### src/logic/lke_regs.svh
// Register offsets, bit positions and reset values of the emulation control
// Operation
// - a20_state holds gate A20 level, compared with port 60h data in sequence
// - aux_irq_active latches IRQ12 rising edge; writing 1 clears it
// - kbd_irq_active latches IRQ1 rising edge; writing 1 clears it
// - a20_sequence set by D1h write to port 64h, cleared by other values
// - ext_irq_enable lets either keyboard line raise an emulation interrupt
// - ext_irq_enable acts whether or not emulation is enabled
// - legacy_irq_enable keeps legacy line asserted while output-full is 1
// - aux-output-full selects IRQ12 when 1, IRQ1 when 0
// - char_pending raises emulation interrupt when output-full falls to 0
// - emul_irq_status is read-only, shows current emulation interrupt state
// - emul_enable switches on legacy emulation and its emulation interrupts
// - with emulation on, ports 60h/64h decode and legacy lines are enabled
// - control register sits at offset 100h of the memory space
// - port 60h read returns output byte and clears output-full
// - port 60h write captures byte, sets input-full, clears command/data
`ifndef LKE_REGS_SVH
`define LKE_REGS_SVH

`define LKE_OFS_CTRL 12'h100
`define LKE_IO_DATA 8'h60
`define LKE_IO_CMD 8'h64
`define LKE_CMD_A20 8'hD1
`define LKE_CTRL_RST 32'h0000_0000
`define LKE_BIT_A20_STATE 8
`define LKE_BIT_AUXA 7
`define LKE_BIT_KBDA 6
`define LKE_BIT_SEQ 5
`define LKE_BIT_EXT 4
`define LKE_BIT_LEG 3
`define LKE_BIT_CP 2
`define LKE_BIT_EI 1
`define LKE_BIT_EE 0
`define LKE_A20_DATA_BIT 1
`define LKE_NUM_LINES 2
`define LKE_LINE_KBD 0
`define LKE_LINE_AUX 1

`endif

### src/logic/lke_pkg.sv
// Types shared by the legacy keyboard emulation control logic
package lke_pkg;

  // Writable control fields
  typedef struct packed {
    logic a20_state;
    logic a20_sequence;
    logic ext_irq_enable;
    logic legacy_irq_enable;
    logic char_pending;
    logic emul_enable;
  } lke_ctrl_t;

  // Side-effect strobes toward the status and data registers
  typedef struct packed {
    logic clr_out_full;
    logic set_in_full;
    logic clr_in_full;
    logic set_cmd_data;
    logic clr_cmd_data;
    logic load_in_data;
  } lke_strb_t;

  // State of the main control module
  typedef struct packed {
    lke_ctrl_t ctrl;
    logic emul_evt;
    logic out_full_d;
    logic [31:0] mem_rdata;
    logic [7:0] io_rdata;
    logic [7:0] in_data;
    lke_strb_t strb;
  } lke_state_t;

  // State of one interrupt edge latch
  typedef struct packed {
    logic sync1;
    logic sync2;
    logic prev;
    logic active;
  } lke_edge_t;

endpackage : lke_pkg

### src/logic/lke_edge_latch.sv
// Synchronised rising-edge latch with write-one-to-clear
`timescale 1ns/1ps
module lke_edge_latch (
  input wire logic clk_sys,
  input wire logic rst_b,
  input wire logic irq_pin,
  input wire logic clr,
  output logic active
);

  lke_pkg::lke_edge_t st_r;
  lke_pkg::lke_edge_t st_nxt;

  // Two-stage sync, then edge detect on the second stage; a set wins over clr
  always_comb begin
    st_nxt = st_r;
    st_nxt.sync1 = irq_pin;
    st_nxt.sync2 = st_r.sync1;
    st_nxt.prev = st_r.sync2;
    if (clr) begin
      st_nxt.active = 1'b0;
    end
    if (st_r.sync2 && !st_r.prev) begin
      st_nxt.active = 1'b1;
    end
  end

  always_ff @(posedge clk_sys or negedge rst_b) begin
    if (!rst_b) begin
      st_r <= '0;
    end else begin
      st_r <= st_nxt;
    end
  end

  assign active = st_r.active;

endmodule : lke_edge_latch

### src/logic/lke_ctrl.sv
// Legacy keyboard/mouse emulation control register and interrupt steering
`timescale 1ns/1ps
`include "lke_regs.svh"
module lke_ctrl (
  input wire logic clk_sys,
  input wire logic rst_b,
  // Memory-space register port of the host controller function
  input wire logic mem_wr,
  input wire logic mem_rd,
  input wire logic [11:0] mem_addr,
  input wire logic [31:0] mem_wdata,
  output logic [31:0] mem_rdata,
  // Legacy I/O cycle port
  input wire logic io_wr,
  input wire logic io_rd,
  input wire logic [7:0] io_addr,
  input wire logic [7:0] io_wdata,
  output logic io_hit,
  output logic [7:0] io_rdata,
  output logic [7:0] in_data,
  // Flags and data from the status and output registers
  input wire logic out_full,
  input wire logic aux_out_full,
  input wire logic [7:0] out_data,
  input wire logic [7:0] status_data,
  // Side-effect strobes toward the status register
  output lke_pkg::lke_strb_t status_strb,
  // Keyboard controller interrupt pins
  input wire logic kbd_irq_pin,
  input wire logic aux_irq_pin,
  // Interrupt outputs
  output logic irq1_out,
  output logic irq12_out,
  output logic emul_irq
);

  lke_pkg::lke_state_t st_r;
  lke_pkg::lke_state_t st_nxt;
  logic [`LKE_NUM_LINES-1:0] irq_pins;
  logic [`LKE_NUM_LINES-1:0] irq_clr;
  logic [`LKE_NUM_LINES-1:0] irq_act;
  logic ctrl_wr;
  logic ctrl_rd;
  logic io_data_hit;
  logic io_cmd_hit;
  logic a20_match;
  logic out_full_fell;
  logic ext_irq;
  logic emul_cond;
  logic rd_data_port;
  logic wr_data_port;
  logic rd_cmd_port;
  logic wr_cmd_port;
  logic legacy_on;
  logic [`LKE_NUM_LINES-1:0] line_sel;
  logic [`LKE_NUM_LINES-1:0] line_out;
  logic [31:0] ctrl_image;

  // Byte offset decode used by both read and write paths
  function automatic logic is_ctrl(input logic [11:0] addr);
    is_ctrl = (addr == `LKE_OFS_CTRL);
  endfunction : is_ctrl

  // Legacy port decode, live only while emulation is switched on
  function automatic logic is_port(input logic en, input logic [7:0] addr,
                                   input logic [7:0] port);
    is_port = en && (addr == port);
  endfunction : is_port

  // Register port decode
  assign ctrl_wr = mem_wr && is_ctrl(mem_addr);
  assign ctrl_rd = mem_rd && is_ctrl(mem_addr);

  // Legacy ports decode only while emulation is on
  assign io_data_hit = is_port(st_r.ctrl.emul_enable, io_addr,
                               `LKE_IO_DATA);
  assign io_cmd_hit = is_port(st_r.ctrl.emul_enable, io_addr,
                              `LKE_IO_CMD);
  assign io_hit = (io_rd || io_wr) && (io_data_hit || io_cmd_hit);

  // One qualifier per legacy cycle kind
  assign rd_data_port = io_rd && io_data_hit;
  assign wr_data_port = io_wr && io_data_hit;
  assign rd_cmd_port = io_rd && io_cmd_hit;
  assign wr_cmd_port = io_wr && io_cmd_hit;

  // A gate A20 data byte that matches the held state needs no software
  assign a20_match = st_r.ctrl.a20_sequence
                     && (io_wdata[`LKE_A20_DATA_BIT]
                         == st_r.ctrl.a20_state);

  // Output-full falling edge, seen against last cycle's value
  assign out_full_fell = st_r.out_full_d && !out_full;

  // External lines request emulation service regardless of emul_enable
  assign ext_irq = st_r.ctrl.ext_irq_enable && (|irq_act);
  assign emul_cond = st_r.emul_evt || ext_irq;

  // Write-one-to-clear requests for the two edge latches
  assign irq_clr[`LKE_LINE_KBD] = ctrl_wr && mem_wdata[`LKE_BIT_KBDA];
  assign irq_clr[`LKE_LINE_AUX] = ctrl_wr && mem_wdata[`LKE_BIT_AUXA];
  assign irq_pins[`LKE_LINE_KBD] = kbd_irq_pin;
  assign irq_pins[`LKE_LINE_AUX] = aux_irq_pin;

  // One latch per keyboard controller interrupt line
  genvar gi;
  generate
    for (gi = 0; gi < `LKE_NUM_LINES; gi++) begin : g_line
      lke_edge_latch u_latch (
        .clk_sys(clk_sys),
        .rst_b(rst_b),
        .irq_pin(irq_pins[gi]),
        .clr(irq_clr[gi]),
        .active(irq_act[gi])
      );
    end
  endgenerate

  // Read-back image of the control register, reserved bits zero
  always_comb begin
    ctrl_image = `LKE_CTRL_RST;
    ctrl_image[`LKE_BIT_A20_STATE] = st_r.ctrl.a20_state;
    ctrl_image[`LKE_BIT_AUXA] = irq_act[`LKE_LINE_AUX];
    ctrl_image[`LKE_BIT_KBDA] = irq_act[`LKE_LINE_KBD];
    ctrl_image[`LKE_BIT_SEQ] = st_r.ctrl.a20_sequence;
    ctrl_image[`LKE_BIT_EXT] = st_r.ctrl.ext_irq_enable;
    ctrl_image[`LKE_BIT_LEG] = st_r.ctrl.legacy_irq_enable;
    ctrl_image[`LKE_BIT_CP] = st_r.ctrl.char_pending;
    ctrl_image[`LKE_BIT_EI] = emul_cond;
    ctrl_image[`LKE_BIT_EE] = st_r.ctrl.emul_enable;
  end

  // Next-state logic for control fields, events, read data and strobes
  always_comb begin
    st_nxt = st_r;
    st_nxt.strb = '0;
    st_nxt.out_full_d = out_full;
    // Software write updates every writable field at once
    if (ctrl_wr) begin
      st_nxt.ctrl.a20_state = mem_wdata[`LKE_BIT_A20_STATE];
      st_nxt.ctrl.a20_sequence = mem_wdata[`LKE_BIT_SEQ];
      st_nxt.ctrl.ext_irq_enable = mem_wdata[`LKE_BIT_EXT];
      st_nxt.ctrl.legacy_irq_enable = mem_wdata[`LKE_BIT_LEG];
      st_nxt.ctrl.char_pending = mem_wdata[`LKE_BIT_CP];
      st_nxt.ctrl.emul_enable = mem_wdata[`LKE_BIT_EE];
      st_nxt.emul_evt = 1'b0; // Any control write acknowledges the event
    end
    // Port 60h read returns the output byte and clears output-full
    if (rd_data_port) begin
      st_nxt.io_rdata = out_data;
      st_nxt.strb.clr_out_full = 1'b1;
    end
    // Port 64h read returns the status with no side effect
    if (rd_cmd_port) begin
      st_nxt.io_rdata = status_data;
    end
    // Port 60h write captures data; a matching A20 byte is handled silently
    if (wr_data_port) begin
      st_nxt.in_data = io_wdata;
      st_nxt.strb.load_in_data = 1'b1;
      st_nxt.strb.set_in_full = 1'b1;
      st_nxt.strb.clr_cmd_data = 1'b1;
      if (!a20_match) begin
        st_nxt.emul_evt = 1'b1;
      end
    end
    // Port 64h write tracks the gate A20 sequence and calls software
    if (wr_cmd_port) begin
      st_nxt.in_data = io_wdata;
      st_nxt.strb.load_in_data = 1'b1;
      st_nxt.strb.clr_in_full = 1'b1;
      st_nxt.strb.set_cmd_data = 1'b1;
      st_nxt.ctrl.a20_sequence = (io_wdata == `LKE_CMD_A20);
      st_nxt.emul_evt = 1'b1;
    end
    // Character pending fires when output-full drops
    if (st_r.ctrl.char_pending && st_r.ctrl.emul_enable
        && out_full_fell) begin
      st_nxt.emul_evt = 1'b1;
    end
    // Register read data from the live image
    if (ctrl_rd) begin
      st_nxt.mem_rdata = ctrl_image;
    end else if (mem_rd) begin
      st_nxt.mem_rdata = `LKE_CTRL_RST;
    end
  end

  // State register, cleared on reset
  always_ff @(posedge clk_sys or negedge rst_b) begin
    if (!rst_b) begin
      st_r <= '0;
    end else begin
      st_r <= st_nxt;
    end
  end

  // Emulation drives a legacy line while both enables and output-full stand
  assign legacy_on = st_r.ctrl.emul_enable && st_r.ctrl.legacy_irq_enable
                     && out_full;

  // Aux-output-full routes the character to the mouse or keyboard line
  assign line_sel[`LKE_LINE_KBD] = !aux_out_full;
  assign line_sel[`LKE_LINE_AUX] = aux_out_full;

  // Each line is raised by emulation or by its own latched edge
  generate
    for (gi = 0; gi < `LKE_NUM_LINES; gi++) begin : g_out
      assign line_out[gi] = (legacy_on && line_sel[gi])
                            || irq_act[gi];
    end
  endgenerate
  assign irq1_out = line_out[`LKE_LINE_KBD];
  assign irq12_out = line_out[`LKE_LINE_AUX];
  assign emul_irq = emul_cond;

  // Registered data outputs
  assign mem_rdata = st_r.mem_rdata;
  assign io_rdata = st_r.io_rdata;
  assign in_data = st_r.in_data;
  assign status_strb = st_r.strb;

endmodule : lke_ctrl

### config.mk
export PLATFORM = sky130hd
export DESIGN_NAME = lke_ctrl
export DESIGN_NICKNAME = d
export VERILOG_FILES = /design/src/logic/lke_pkg.sv /design/src/logic/lke_edge_latch.sv /design/src/logic/lke_ctrl.sv
export VERILOG_INCLUDE_DIRS = /design/src /design/src/logic
export SDC_FILE = /design/constraint.sdc
export NUM_CORES = 1
export LEC_CHECK = 0
export BUFFER_PORTS_ARGS = -buffer_cell sky130_fd_sc_hd__buf_4
export CAP_MARGIN = 10
export CORE_MARGIN = 3
export CORE_UTILIZATION = 43
export DETAILED_ROUTE_END_ITERATION = 10
export PLACE_DENSITY = 0.91
export SLEW_MARGIN = 20
export SYNTH_ARGS = -nofsm -noshare
export SYNTH_HDL_FRONTEND = slang
export SYNTH_SLANG_ARGS = --single-unit
### constraint.sdc
create_clock -name clk_sys -period 1.75 [get_ports clk_sys]
set_input_delay 0 -clock clk_sys [delete_from_list [all_inputs] [get_ports clk_sys]]
set_output_delay 0 -clock clk_sys [all_outputs]
set_load 0.1 [all_outputs]
==> results.md <==
* Status: completed
* Core Util, Final at 60.6%
* Row cnt at 26
* Worst stage delay on the critical path at 0.38 ns
* Die X at 79.4 um
* Crit end category: primary output
* Setup violators final at 0
* Routed Antenna Nets at 0
* Initial antenna violation count at 0
* Mean Syn Cell Area at 11.2 um^2
* Number of H-tree levels at 2
* Slowest CP cell: dfrtp_2
* Iteration-0 DRC Markers at 116
* Most frequent cells in the layout: buf_4 (98), dfrtp_1 (44), conb_1 (23), dlygate4sd3_1 (23), o21ai_0 (22)
* Largest net degree at the start of global routing at 46
* Sw Share at 31.1%
* Leak pwr at 1.62 nW
* P per Cell Area at 679 nW/um^2
* Max cap viols at 0
* Logic pwr share at 20.5%
* Share of cells above drive strength 1 at 43.5%
* Critical-path cell list: nor4b_4 > nand3_2 > buf_4 > nand2_1 > buf_8
* Cells on Worst Hold Path at 3
* Die Footprint at 6300 um^2
* Overflow after GRT at 0
* Clock group share of total power at 30.2%
* CTS sink cnt at 45
* Worst Path Arrival at 1.63 ns
* Core footprint at 5170 um^2
* Avg WL per Cell at 13.8 um
* Internal Power at 1.47 mW
* GRT Total Usage at 16.9%
* Port bufs at 96
* Diodes inserted at 0
* Final WL at 5120 um
* Clk_lat worst skew at 0.29 ns
* Vias in the first global route at 1722
* Worst rel slew slack at 63.3%
* Sequential element share of the synthesized area at 48.6%
* Initial DRT Pass Iterations at 4
* Synthesized instance count at 207
* Worst-path maximum fanout at 14
* FF-to-FF path depth at 5
* CP startpoint kind: flop
* Vias per cell at 4.47
* Fin crit share at 93.0%
* CTS tree: built
* First-pass GRT wire length at 8200 um
* Commonest non-fill, non-tap cell in the layout: buf_4
* Synth-to-Final Area Change at 35.5%
* Unique cell type count in the Yosys netlist at 31
* Synthesis-stage register bit count at 45
* Initial Utilization at 44.8%
* Max Fclk at 0.614 GHz
* Psw at 0.663 mW
* Reg2Reg Setup Slack at 0.31 ns
* DP Wirelength at 3760 um
* WP data required at 1.75 ns
* Slew @ Worst Pin at 0.550 ns
* DRC at 0
* Bufs on Longest Clock Path at 2
* Top-Level Pins at 144
* Pins Over Slew Limit at 0
* Total CTS buffers at 5
* Nets at 386
* CP Class: reg2out
* Final Hold Fails at 0
* RSZ-0062 raised after global routing: false
* IR drop worst, VDD at 0.357 mV
* Tmin final at 1.63 ns
* Die Ht at 79.4 um
* Sequential power share at 49.3%
* Total of warnings raised by yosys at 0
* DR vias at 1659
* Root buffer cell: clkbuf_8
* TNS Setup at 0 ns
* CTS clock-pin slew for the worst setup and hold paths at 0.09 ns
* Cell Area, Synth at 2310 um^2
* Worst Skew at 0.00771 ns
* Min-Delay Path Class: in2reg
* GPL Wtd Cong at 0.804
[sequential cells by signal, summed over array words and instances (netlist names)]
register,count
st_r,2
g_line.u_latch.st_nxt,4
io_rdata,8
mem_rdata,9
status_strb,4
g_line.u_latch.active,2
ctrl_image,6
g_line.u_latch.st_r,2
in_data,8
[kinds of logic (layout without fill, tap and decap cells)]
kind of cell | count (synthesis) | in the layout | share of synthesized area, %
other | 1 | 23 | 0.162
muxes | 22 | 22 | 11.2
buffers and inverters | 73 | 145 | 21.0
and+or+nand+nor | 38 | 38 | 12.0
DFF | 45 | 45 | 48.6
xor gates and xnor gates | 1 | 1 | 0.378
AOI/OAI and AO/OA | 27 | 27 | 6.60
[routing by layer]
layer	global-route usage, %	routed length [um]	vias to the layer above
li1	-	-	797
met5	0	0	-
met4	3.78	39	0
met3	3.95	358	4
met2	31.1	2740	86
met1	19.8	1990	772
[power groups by stage]
| stage | clock (mW) | combinational, mW | sequential, mW |
|---|---|---|---|
| after floorplan | 0 | 0.287 | 1.07 |
| after global placement | 0 | 0.389 | 1.07 |
| after detailed placement | 0 | 0.394 | 1.07 |
| after CTS | 0.660 | 0.437 | 1.05 |
| after global routing | 0.714 | 0.459 | 1.05 |
| final | 0.643 | 0.438 | 1.05 |
[critical path: cells and delay by family, from the launching register on]
family,cells,cell delay [ns]
flip-flops,1,0.38
AND/OR/NAND/NOR,3,0.55
buffers and inverters,2,0.40
[what timing repair did]
| item | 4_1_cts | 5_1_grt |
|---|---|---|
| buffers inserted | 0 | 1 |
| hold buffers | 23 | 0 |
| gates resized for setup | 2 | 2 |
| setup endpoints to repair | 1 | 1 |
| pin swaps | 0 | 0 |
| hold endpoints to repair | 73 | 0 |
[cell usage after synthesis]
| master | number | area [um^2] |
|---|---|---|
| mux2_2 | 7 | 78.8 |
| a211o_1 | 1 | 8.76 |
| xnor2_1 | 1 | 8.76 |
| nand2_1 | 19 | 71.3 |
| inv_1 | 15 | 56.3 |
| clkbuf_1 | 1 | 3.75 |
| nand4_1 | 1 | 6.26 |
| nand3_1 | 3 | 15.0 |
| nand2b_1 | 1 | 6.26 |
| and4b_1 | 1 | 10.0 |
| mux2i_1 | 9 | 90.1 |
| nand4_4 | 1 | 21.3 |
| and4bb_2 | 1 | 12.5 |
| nor2b_1 | 1 | 6.26 |
| o21bai_1 | 1 | 7.51 |
| nand3_2 | 1 | 10.0 |
| nor2_1 | 3 | 11.3 |
| buf_4 | 54 | 405 |
| and4_1 | 1 | 8.76 |
| dfrtp_1 | 45 | 1130 |
| nor4b_4 | 2 | 47.6 |
| o21ai_0 | 22 | 110 |
| buf_2 | 2 | 10.0 |
| conb_1 | 1 | 3.75 |
| a31oi_1 | 1 | 6.26 |
| a2bb2oi_1 | 1 | 8.76 |
| buf_6 | 1 | 11.3 |
| nor4_4 | 2 | 42.5 |
| nor4b_1 | 1 | 8.76 |
| mux2_4 | 6 | 90.1 |
| a41o_2 | 1 | 11.3 |
[metrics by stage]
step / area [um^2] / setup WS (ns) / hold slack, ns / total power [mW] / cells
5_1_grt: 3140 / 0.0382 / 0.0105 / 2.22 / 371
3_3_place_gp: 2790 / 0.239 / 0.0242 / 1.46 / 339
2_1_floorplan: 2400 / 0.0663 / -0.296 / 1.36 / 229
6_report: 3140 / 0.122 / 0.00678 / 2.13 / 371
4_1_cts: 3120 / 0.00929 / 0.000673 / 2.15 / 370
3_5_place_dp: 2790 / 0.229 / 0.0352 / 1.47 / 339
[worst paths after layout]
check	endpoint	from
setup reg to reg	ctrl_image[5]$_DFFE_PN0P_	ctrl_image[0]$_DFFE_PN0P_
hold reg to reg	g_line[0].u_latch.st_nxt[1]$_DFF_PN0_	g_line[0].u_latch.st_nxt[2]$_DFF_PN0_
max in group asynchronous	ctrl_image[0]$_DFFE_PN0P_	rst_b
setup / recovery	io_hit	ctrl_image[0]$_DFFE_PN0P_
min in group asynchronous	mem_rdata[3]$_DFFE_PN0P_	rst_b
hold / removal	io_rdata[2]$_DFFE_PN0P_	out_data[2]
[area by class of cell]
| cell class | instances | area, um^2 |
|---|---|---|
| clock buffers | 5 | 68.8 |
| multi-input cells | 111 | 793 |
| clock inverters | 3 | 22.5 |
| well taps | 70 | 87.6 |
| fillers | 415 | 2040 |
| flip-flops and latches | 45 | 1130 |
| inverters | 15 | 56.3 |
| repair buffers | 122 | 981 |
Note: power is estimated with default switching activity, not from simulation.
